--- src/rtl/adio_map.svh ---
`ifndef ADIO_MAP_SVH
`define ADIO_MAP_SVH

// Register offsets (word index on the plain register port)
`define ADIO_OFS_IN_ALL 4'h0
`define ADIO_OFS_IN1 4'h1
`define ADIO_OFS_FILT1 4'h4
`define ADIO_OFS_ACT1 4'h7
`define ADIO_OFS_OUT1 4'ha
`define ADIO_OFS_OUT2 4'hb
`define ADIO_OFS_OUTLVL 4'hc
`define ADIO_OFS_REMOTE 4'hd
`define ADIO_OFS_STROBE 4'he

// Output configuration fields
`define ADIO_OCFG_SRC_LSB 0
`define ADIO_OCFG_SRC_MSB 2
`define ADIO_OCFG_INV_BIT 3
`define ADIO_OCFG_GP_BIT 4

// Action code fields
`define ADIO_ACT_RISE_LSB 0
`define ADIO_ACT_RISE_MSB 7
`define ADIO_ACT_FALL_LSB 8
`define ADIO_ACT_FALL_MSB 15

// Remote and strobe fields
`define ADIO_REM_ENA_BIT 0
`define ADIO_REM_INH_BIT 1
`define ADIO_STB_RELAY_BIT 0
`define ADIO_STB_PROG_BIT 1
`define ADIO_STB_TRAN_BIT 2

// Reset values and limits
`define ADIO_FILT_MAX 16'h03e8
`define ADIO_FILT_RST 10'h000
`define ADIO_OUT1_SRC_RST 3'h1
`define ADIO_OUT2_SRC_RST 3'h2

// Timing
`define ADIO_CLK_NS 5
`define ADIO_TICK_NS 1000000
`define ADIO_TICK_CYC (`ADIO_TICK_NS / `ADIO_CLK_NS)
`define ADIO_STROBE_NS 1000
`define ADIO_STROBE_CYC ((`ADIO_STROBE_NS + `ADIO_CLK_NS - 1) / `ADIO_CLK_NS)

`endif

--- src/rtl/adio_pkg.sv ---
`include "adio_map.svh"

package adio_pkg;

    typedef enum logic [2:0] {
        ADIO_SRC_GP = 3'h0,
        ADIO_SRC_OUT_STATE = 3'h1,
        ADIO_SRC_FORM = 3'h2,
        ADIO_SRC_FAULT = 3'h3,
        ADIO_SRC_TRANSIENT = 3'h4,
        ADIO_SRC_PROGRAM = 3'h5,
        ADIO_SRC_REMOTE = 3'h6
    } adio_src_t;

    typedef enum logic [1:0] {
        ADIO_TR_STOP = 2'h0,
        ADIO_TR_RUN = 2'h1,
        ADIO_TR_PAUSE = 2'h2,
        ADIO_TR_STEP = 2'h3
    } adio_trans_t;

    typedef enum logic [1:0] {
        ADIO_STB_IDLE = 2'b01,
        ADIO_STB_PULSE = 2'b10
    } adio_stb_t;

    typedef struct packed {
        logic stable;
        logic raw_prev;
        logic [9:0] cnt;
        logic rise;
        logic fall;
    } adio_deb_t;

    typedef struct packed {
        adio_src_t src;
        logic inv;
        logic gp;
    } adio_ocfg_t;

    typedef struct packed {
        logic [17:0] tick_cnt;
        logic tick;
        logic [2:0][9:0] filt;
        logic [2:0][15:0] act;
        adio_ocfg_t [1:0] ocfg;
        logic rem_ena;
        logic rem_inh;
        logic [2:0] stb_en;
        logic relay_prev;
        adio_stb_t stb_st;
        logic [7:0] stb_cnt;
        logic [1:0] dout;
        logic act_valid;
        logic [7:0] act_code;
        logic [1:0] act_input;
        logic act_is_fall;
        logic [15:0] rdata;
    } adio_state_t;

endpackage

--- src/rtl/adio_top.sv ---
// What this block does
// - Three digital inputs readable one by one or all together.
// - Each input keeps separate rising-edge and falling-edge actions.
// - Edge event only after the new level holds for the filter time.
// - Zero filter time gives the edge event immediately.
// - Filter time accepts whole milliseconds 0 to 1000.
// - Filter time resets to zero, debouncing off.
// - Two digital outputs, each with its own selectable source.
// - General-purpose source drives the written level directly.
// - Output-enabled source: 1 when power output enabled.
// - Phase-form source: 1 for single phase, 0 for split or three.
// - Fault source: 1 while a fault is present.
// - Transient source: 1 while running, paused or stepping.
// - Program source: 1 while a program runs at steady state.
// - Remote source: 1 in remote state, 0 in local.
// - Per-output polarity: 0 passes, 1 inverts the source.
// - Actual output pin levels can be read back.
// - Remote-enable state switched on with 1, off with 0.
// - Remote-inhibit state switched on with 1, off with 0.
// - Relay-change option makes a strobe on each relay change.
// - Program-change option makes a strobe on setting changes.
// - Transient option makes a strobe at each transient start.
// - Strobe pin doubles as trigger out pulse at transient start.
`include "adio_map.svh"

module adio_top
    import adio_pkg::*;
#(
    parameter int unsigned TICK_CYC = `ADIO_TICK_CYC
) (
    input wire logic sys_clk,
    input wire logic sys_rst,
    input wire logic [3:0] reg_addr,
    input wire logic [15:0] reg_wdata,
    input wire logic reg_wr,
    input wire logic reg_rd,
    output logic [15:0] reg_rdata,
    input wire logic [2:0] din,
    output logic [2:0] din_level,
    output logic [2:0] din_rise,
    output logic [2:0] din_fall,
    output logic act_valid,
    output logic [7:0] act_code,
    output logic [1:0] act_input,
    output logic act_is_fall,
    input wire logic pwr_out_enabled,
    input wire logic form_single,
    input wire logic fault_present,
    input wire adio_pkg::adio_trans_t trans_state,
    input wire logic prog_running,
    input wire logic remote_mode,
    input wire logic relay_state,
    input wire logic prog_change,
    input wire logic trans_start,
    output logic [1:0] dout,
    output logic remote_enable,
    output logic remote_inhibit,
    output logic fn_strobe
);
    import adio_pkg::*;

    localparam logic [7:0] STB_LAST = 8'(`ADIO_STROBE_CYC - 1);

    adio_state_t q;
    adio_state_t d;
    logic [5:0] status;
    logic stb_trig;

    // Selected source level before polarity
    function automatic logic src_level(input adio_src_t s, input logic gp,
                                       input logic [5:0] st);
        logic v;
        v = 1'b0;
        case (s)
            ADIO_SRC_GP: v = gp;
            ADIO_SRC_OUT_STATE: v = st[0];
            ADIO_SRC_FORM: v = st[1];
            ADIO_SRC_FAULT: v = st[2];
            ADIO_SRC_TRANSIENT: v = st[3];
            ADIO_SRC_PROGRAM: v = st[4];
            ADIO_SRC_REMOTE: v = st[5];
            default: v = 1'b0;
        endcase
        return v;
    endfunction

    // True when a register index is entry i of a run of three from a base
    function automatic logic in_run(input logic [3:0] a, input logic [3:0] base,
                                    input int i);
        return a == base + 4'(i);
    endfunction

    assign status = {remote_mode, prog_running, (trans_state != ADIO_TR_STOP),
                     fault_present, form_single, pwr_out_enabled};

    // Debounce filters
    for (genvar g = 0; g < 3; g++) begin : g_deb
        adio_debounce u_deb (
            .sys_clk(sys_clk),
            .sys_rst(sys_rst),
            .raw(din[g]),
            .tick(q.tick),
            .filt(q.filt[g]),
            .level(din_level[g]),
            .rise(din_rise[g]),
            .fall(din_fall[g])
        );
    end

    assign stb_trig = (q.stb_en[`ADIO_STB_RELAY_BIT] && relay_state != q.relay_prev) ||
                      (q.stb_en[`ADIO_STB_PROG_BIT] && prog_change) ||
                      (q.stb_en[`ADIO_STB_TRAN_BIT] && trans_start);

    always_comb begin
        d = q;
        d.tick = 1'b0;
        d.act_valid = 1'b0;
        d.relay_prev = relay_state;
        // Millisecond tick
        if (q.tick_cnt >= 18'(TICK_CYC - 1)) begin
            d.tick_cnt = 18'h00000;
            d.tick = 1'b1;
        end else begin
            d.tick_cnt = q.tick_cnt + 18'h00001;
        end

        // Register writes
        if (reg_wr) begin
            for (int i = 0; i < 3; i++) begin
                if (in_run(reg_addr, `ADIO_OFS_FILT1, i) && reg_wdata <= `ADIO_FILT_MAX) begin
                    d.filt[i] = reg_wdata[9:0];
                end
                if (in_run(reg_addr, `ADIO_OFS_ACT1, i)) begin
                    d.act[i] = reg_wdata;
                end
            end
            for (int j = 0; j < 2; j++) begin
                if (reg_addr == `ADIO_OFS_OUT1 + 4'(j) &&
                    reg_wdata[`ADIO_OCFG_SRC_MSB:`ADIO_OCFG_SRC_LSB] <= 3'(ADIO_SRC_REMOTE)) begin
                    d.ocfg[j].src =
                        adio_src_t'(reg_wdata[`ADIO_OCFG_SRC_MSB:`ADIO_OCFG_SRC_LSB]);
                    d.ocfg[j].inv = reg_wdata[`ADIO_OCFG_INV_BIT];
                    d.ocfg[j].gp = reg_wdata[`ADIO_OCFG_GP_BIT];
                end
            end
            if (reg_addr == `ADIO_OFS_REMOTE) begin
                d.rem_ena = reg_wdata[`ADIO_REM_ENA_BIT];
                d.rem_inh = reg_wdata[`ADIO_REM_INH_BIT];
            end
            if (reg_addr == `ADIO_OFS_STROBE) begin
                d.stb_en = reg_wdata[2:0];
            end
        end

        // Register reads, answered next cycle
        d.rdata = 16'h0000;
        if (reg_rd) begin
            if (reg_addr == `ADIO_OFS_IN_ALL) begin
                d.rdata = {13'h0000, din_level};
            end
            for (int i = 0; i < 3; i++) begin
                if (in_run(reg_addr, `ADIO_OFS_IN1, i)) begin
                    d.rdata = {15'h0000, din_level[i]};
                end
                if (in_run(reg_addr, `ADIO_OFS_FILT1, i)) begin
                    d.rdata = {6'h00, q.filt[i]};
                end
                if (in_run(reg_addr, `ADIO_OFS_ACT1, i)) begin
                    d.rdata = q.act[i];
                end
            end
            for (int j = 0; j < 2; j++) begin
                if (reg_addr == `ADIO_OFS_OUT1 + 4'(j)) begin
                    d.rdata = {11'h000, q.ocfg[j].gp, q.ocfg[j].inv, q.ocfg[j].src};
                end
            end
            if (reg_addr == `ADIO_OFS_OUTLVL) begin
                d.rdata = {14'h0000, q.dout};
            end
            if (reg_addr == `ADIO_OFS_REMOTE) begin
                d.rdata = {14'h0000, q.rem_inh, q.rem_ena};
            end
            if (reg_addr == `ADIO_OFS_STROBE) begin
                d.rdata = {13'h0000, q.stb_en};
            end
        end

        // Launch the configured action; lowest input first, rising before falling
        for (int i = 2; i >= 0; i--) begin
            if (din_fall[i]) begin
                d.act_valid = 1'b1;
                d.act_code = q.act[i][`ADIO_ACT_FALL_MSB:`ADIO_ACT_FALL_LSB];
                d.act_input = 2'(i);
                d.act_is_fall = 1'b1;
            end
            if (din_rise[i]) begin
                d.act_valid = 1'b1;
                d.act_code = q.act[i][`ADIO_ACT_RISE_MSB:`ADIO_ACT_RISE_LSB];
                d.act_input = 2'(i);
                d.act_is_fall = 1'b0;
            end
        end

        // Function strobe, retriggered by any new cause
        case (q.stb_st)
            ADIO_STB_IDLE: begin
                if (stb_trig) begin
                    d.stb_st = ADIO_STB_PULSE;
                    d.stb_cnt = STB_LAST;
                end
            end
            ADIO_STB_PULSE: begin
                if (stb_trig) begin
                    d.stb_cnt = STB_LAST;
                end else if (q.stb_cnt == 8'h00) begin
                    d.stb_st = ADIO_STB_IDLE;
                end else begin
                    d.stb_cnt = q.stb_cnt - 8'h01;
                end
            end
            default: begin
                d.stb_st = ADIO_STB_IDLE;
                d.stb_cnt = 8'h00;
            end
        endcase

        // Output pins
        for (int j = 0; j < 2; j++) begin
            d.dout[j] = src_level(q.ocfg[j].src, q.ocfg[j].gp, status) ^ q.ocfg[j].inv;
        end
    end

    always_ff @(posedge sys_clk) begin
        if (sys_rst) begin
            q <= '0;
            q.filt <= {3{`ADIO_FILT_RST}};
            q.ocfg[0].src <= adio_src_t'(`ADIO_OUT1_SRC_RST);
            q.ocfg[1].src <= adio_src_t'(`ADIO_OUT2_SRC_RST);
            q.stb_st <= ADIO_STB_IDLE;
        end else begin
            q <= d;
        end
    end

    assign reg_rdata = q.rdata;
    assign act_valid = q.act_valid;
    assign act_code = q.act_code;
    assign act_input = q.act_input;
    assign act_is_fall = q.act_is_fall;
    assign dout = q.dout;
    assign remote_enable = q.rem_ena;
    assign remote_inhibit = q.rem_inh;
    assign fn_strobe = q.stb_st[1];
endmodule

--- src/rtl/adio_debounce.sv ---
module adio_debounce
    import adio_pkg::*;
(
    input wire logic sys_clk,
    input wire logic sys_rst,
    input wire logic raw,
    input wire logic tick,
    input wire logic [9:0] filt,
    output logic level,
    output logic rise,
    output logic fall
);
    import adio_pkg::*;

    adio_deb_t q;
    adio_deb_t d;

    always_comb begin
        d = q;
        d.rise = 1'b0;
        d.fall = 1'b0;
        d.raw_prev = raw;
        // Any raw change restarts the hold count
        if (raw != q.raw_prev) begin
            d.cnt = 10'h000;
        end else if (raw != q.stable && tick && q.cnt < filt) begin
            d.cnt = q.cnt + 10'h001;
        end
        // Accept once held for the filter time, or at once with zero filter
        if (raw != q.stable && (filt == 10'h000 ||
            (raw == q.raw_prev && q.cnt >= filt))) begin
            d.stable = raw;
            d.rise = raw;
            d.fall = ~raw;
            d.cnt = 10'h000;
        end
    end

    always_ff @(posedge sys_clk) begin
        if (sys_rst) begin
            q <= '0;
        end else begin
            q <= d;
        end
    end

    assign level = q.stable;
    assign rise = q.rise;
    assign fall = q.fall;
endmodule

--- config.mk ---
export PLATFORM = sky130hd
export DESIGN_NAME = adio_top
export DESIGN_NICKNAME = d
export VERILOG_FILES = /design/src/rtl/adio_pkg.sv /design/src/rtl/adio_top.sv /design/src/rtl/adio_debounce.sv
export VERILOG_INCLUDE_DIRS = /design/src /design/src/rtl
export SDC_FILE = /design/constraint.sdc
export NUM_CORES = 1
export LEC_CHECK = 0
export BUFFER_PORTS_ARGS = -buffer_cell sky130_fd_sc_hd__buf_2
export CORE_ASPECT_RATIO = 1.25
export CORE_MARGIN = 1
export CORE_UTILIZATION = 60
export CTS_BUF_LIST = sky130_fd_sc_hd__clkbuf_4 sky130_fd_sc_hd__clkbuf_8 sky130_fd_sc_hd__clkbuf_16
export DETAILED_ROUTE_END_ITERATION = 16
export PLACE_DENSITY_LB_ADDON = 0.25
export SYNTH_ARGS = -nofsm -noshare
export SYNTH_HDL_FRONTEND = slang
export SYNTH_HIERARCHICAL = 1
export SYNTH_SLANG_ARGS = --single-unit
--- constraint.sdc ---
create_clock -name sys_clk -period 2.9 [get_ports sys_clk]
set_clock_uncertainty 0.05 [all_clocks]
set_input_delay 0.29 -clock sys_clk [delete_from_list [all_inputs] [get_ports sys_clk]]
set_output_delay 0.29 -clock sys_clk [all_outputs]
set_load 0.05 [all_outputs]
==> run metrics <==
Diodes inserted=0; Netlist cell types=65; GPL Wtd Cong=0.951; nets@finish=1350; router iterations before antenna repair=7; VDD IR max=0.463 mV; max-slew violation count=0; total global-route track usage=0.317; Slew HR=0.521; met2 Use GR=0.530; TNS Setup=0 ns; Overflow after GRT=0; cts hold-fix bufs=0; Die Y-Extent=149 um; drt initial violations=916; die width=120 um; CTS Sinks=195; detailed placer's ending HPWL=19600 um; GRT met1 Usage=0.387; WP buf/inv=1; startpoint types=register; CTS buffer count=17; area growth from synthesis to final layout=8.71%; crit path cell chain=inv_1, ha_1, nand4_1, a211oi_1, a211o_1, o21ai_0, a2111oi_0; final hold vios=0; Post-Syn Instances=1254; Top Usage Layer GRT=met2; final worst path period share=0.842; core box area=16900 um^2; Max-cap violations=0; Power Density=538 nW/um^2; via count=9457; CP max stage delay=0.51 ns; share of layout cells above drive strength 1=0.128; slowest CP cell=a211o_1; Wirelength per Cell=18.6 um; H-tree Lvls=4; Slew @ Worst Pin=0.719 ns; Worst Path Required=3.17 ns; RSZ-0062 raised after global routing=false; Final WS setup=0.459 ns; CTS Buffer Depth=2; vias in the first global route=8873; top cells by area, synth=dfxtp_1 37%, mux2i_1 6.5%, a21oi_1 5.5%; GR Layer Usage met3=0.0511; Yosys reg bits=195; critical path class=register to register; yosys synthesis warning count=6; DRC=0; min-delay worst type=input port to register; setup bufs post-CTS=0; I/O pin cnt=79; pin count of the biggest net entering global routing=62; Worst-Skew Late Latency=0.44 ns; endpoint class of the critical path=register; first-pass GRT wire length=44900 um; Tmin final=2.44 ns; Mapped Area=10400 um^2; main flop type after synthesis=dfxtp_1; initial core utilization=0.618; pre-CTS setup slack=0.448 ns; Port Buffers=78; Max Fanout on Critical Path=22; outcome=complete, no violations; Resized Gates After CTS=0; Post-DRT Antenna Nets=0; sequential share of the synthesized area=0.374; delay-heaviest family, CP=compound AO/OA/AOI/OAI gates; Synth Area per Inst=8.33 um^2; top cell type's share of synthesized area=0.374; Vias per Instance=6.28; initial antenna violation count=0; Leakage=4.58 nW; async set or reset register ratio after synthesis=0; Synth area leader=dfxtp_1; Post-Syn Nets=1330; Die ar.=17900 um^2; final setup fails=0; Post-synth EDFFs=0; final wirelength=28000 um; Worst EP arrival=2.71 ns; fmax=410 MHz; CTS tree=done; std cell rows=53; CTS Root Cell=clkbuf_16; CTS clock-pin slew for the worst setup and hold paths=0.08 ns
placed cells by master, fill, tap and decap left out, types with 6 or more instances in the layout:
cell       instances
nand3_1           37
a2111oi_0          6
nand2_1          118
nand4_1           19
nor2b_1           20
mux2_2             9
or4_1             10
a22oi_1           14
nor4_1            11
nor2_1           118
a211oi_1          11
dfxtp_1          195
xor2_1            23
buf_4             26
inv_1             62
a21oi_1          115
or3_1             22
o31ai_1           11
nand2b_1          10
a31oi_1           11
o21ai_0           56
nand3b_1           7
a22o_1             6
o21bai_1           9
a221oi_1          10
mux2i_1           68
o221ai_1           6
and3_1            16
ha_1              39
xnor2_1            6
nor3_1            10
clkbuf_16         17
o32ai_1            8
and2_1            18
buf_2             77
and4_1             7
final timing paths:
kind	startpoint	end	slack (ns)	cells past startpoint
hold / removal	relay_state	q[40]	0.05	2
setup / recovery	q[109]	g_deb[0].u_deb/rise	0.46	7
setup reg to reg	q[109]	g_deb[0].u_deb/rise	0.46	7
hold reg to reg	q[135]	q[135]	0.42	1
per-stage QoR:
stage / hold WS, ns / power, mW / instances / instance area, um^2 / utilization
detailed placement: 0.405 / 3.77 / 1475 / 10800 / 0.636
global placement: 0.395 / 3.75 / 1475 / 10800 / 0.636
finish: 0.0531 / 6.11 / 1507 / 11400 / 0.671
global route: 0.0461 / 6.34 / 1507 / 11400 / 0.671
CTS: 0.0381 / 6.12 / 1507 / 11400 / 0.671
floorplan: 0.318 / 3.55 / 1254 / 10400 / -
where the power goes:
part / leakage, nW / internal [mW] / total [mW] / switching, mW
Clock: 0.292 / 1.25 / 2.38 / 1.14
Sequential: 1.58 / 2.76 / 2.86 / 0.0993
Combinational: 2.71 / 0.311 / 0.868 / 0.557
sequential cells by signal, summed over array words and instances, names as in the netlist:
| register | flops |
|---|---|
| remote_enable | 1 |
| g_deb.u_deb/fall | 3 |
| remote_inhibit | 1 |
| g_deb.u_deb/rise | 3 |
| g_deb.u_deb/level | 3 |
| q | 120 |
| act_code | 8 |
| act_valid | 1 |
| act_is_fall | 1 |
| dout | 2 |
| g_deb.u_deb/q | 33 |
| act_input | 2 |
| reg_rdata | 16 |
| fn_strobe | 1 |
layer usage:
layer  vias up  wire length [um]
met5         -                 0
met4         0              1360
met3        95              1940
met2       402             13500
met1      4465             11200
li1       4495                 -
Yosys cell counts (5+ instances only):
| cell type | instances |
|---|---|
| and2_1 | 18 |
| buf_4 | 31 |
| clkbuf_1 | 47 |
| o31ai_1 | 11 |
| ha_1 | 39 |
| nor2b_1 | 20 |
| or3_1 | 22 |
| nand4_1 | 19 |
| inv_1 | 62 |
| a211o_1 | 5 |
| a31oi_1 | 11 |
| nor4_1 | 11 |
| a22o_1 | 6 |
| o32ai_1 | 8 |
| a221oi_1 | 10 |
| a2111oi_0 | 6 |
| xor2_1 | 23 |
| o221ai_1 | 6 |
| and4_1 | 7 |
| nand2_1 | 118 |
| mux2i_1 | 68 |
| o21ai_0 | 56 |
| nand3_1 | 37 |
| nand3b_1 | 7 |
| o22ai_1 | 5 |
| mux2_2 | 9 |
| and3_1 | 16 |
| dfxtp_1 | 195 |
| or4_1 | 10 |
| xnor2_1 | 6 |
| buf_6 | 5 |
| nor3_1 | 10 |
| o21bai_1 | 9 |
| a21oi_1 | 115 |
| buf_2 | 17 |
| o211ai_1 | 5 |
| nor2_1 | 118 |
| a22oi_1 | 14 |
| a211oi_1 | 11 |
| nand2b_1 | 10 |
kinds of logic (layout without fill, tap and decap cells):
family,after synthesis,after routing,share of synthesized area
buf+inv,166,199,0.0764
compound gates,307,307,0.188
simple gates,437,437,0.207
flops,195,195,0.374
xor+xnor,29,29,0.0243
fa+ha+maj,39,39,0.0467
mux,81,81,0.0835
cell type report:
class	instances	area [um^2]
multi-input cells	893	5740
fillers	1441	5560
flip-flops and latches	195	3900
repair buffers	104	601
clock buffers	18	433
well taps	220	275
inverters	63	236
clock inverters	14	163
No activity file was read; power rests on OpenSTA's default activity.
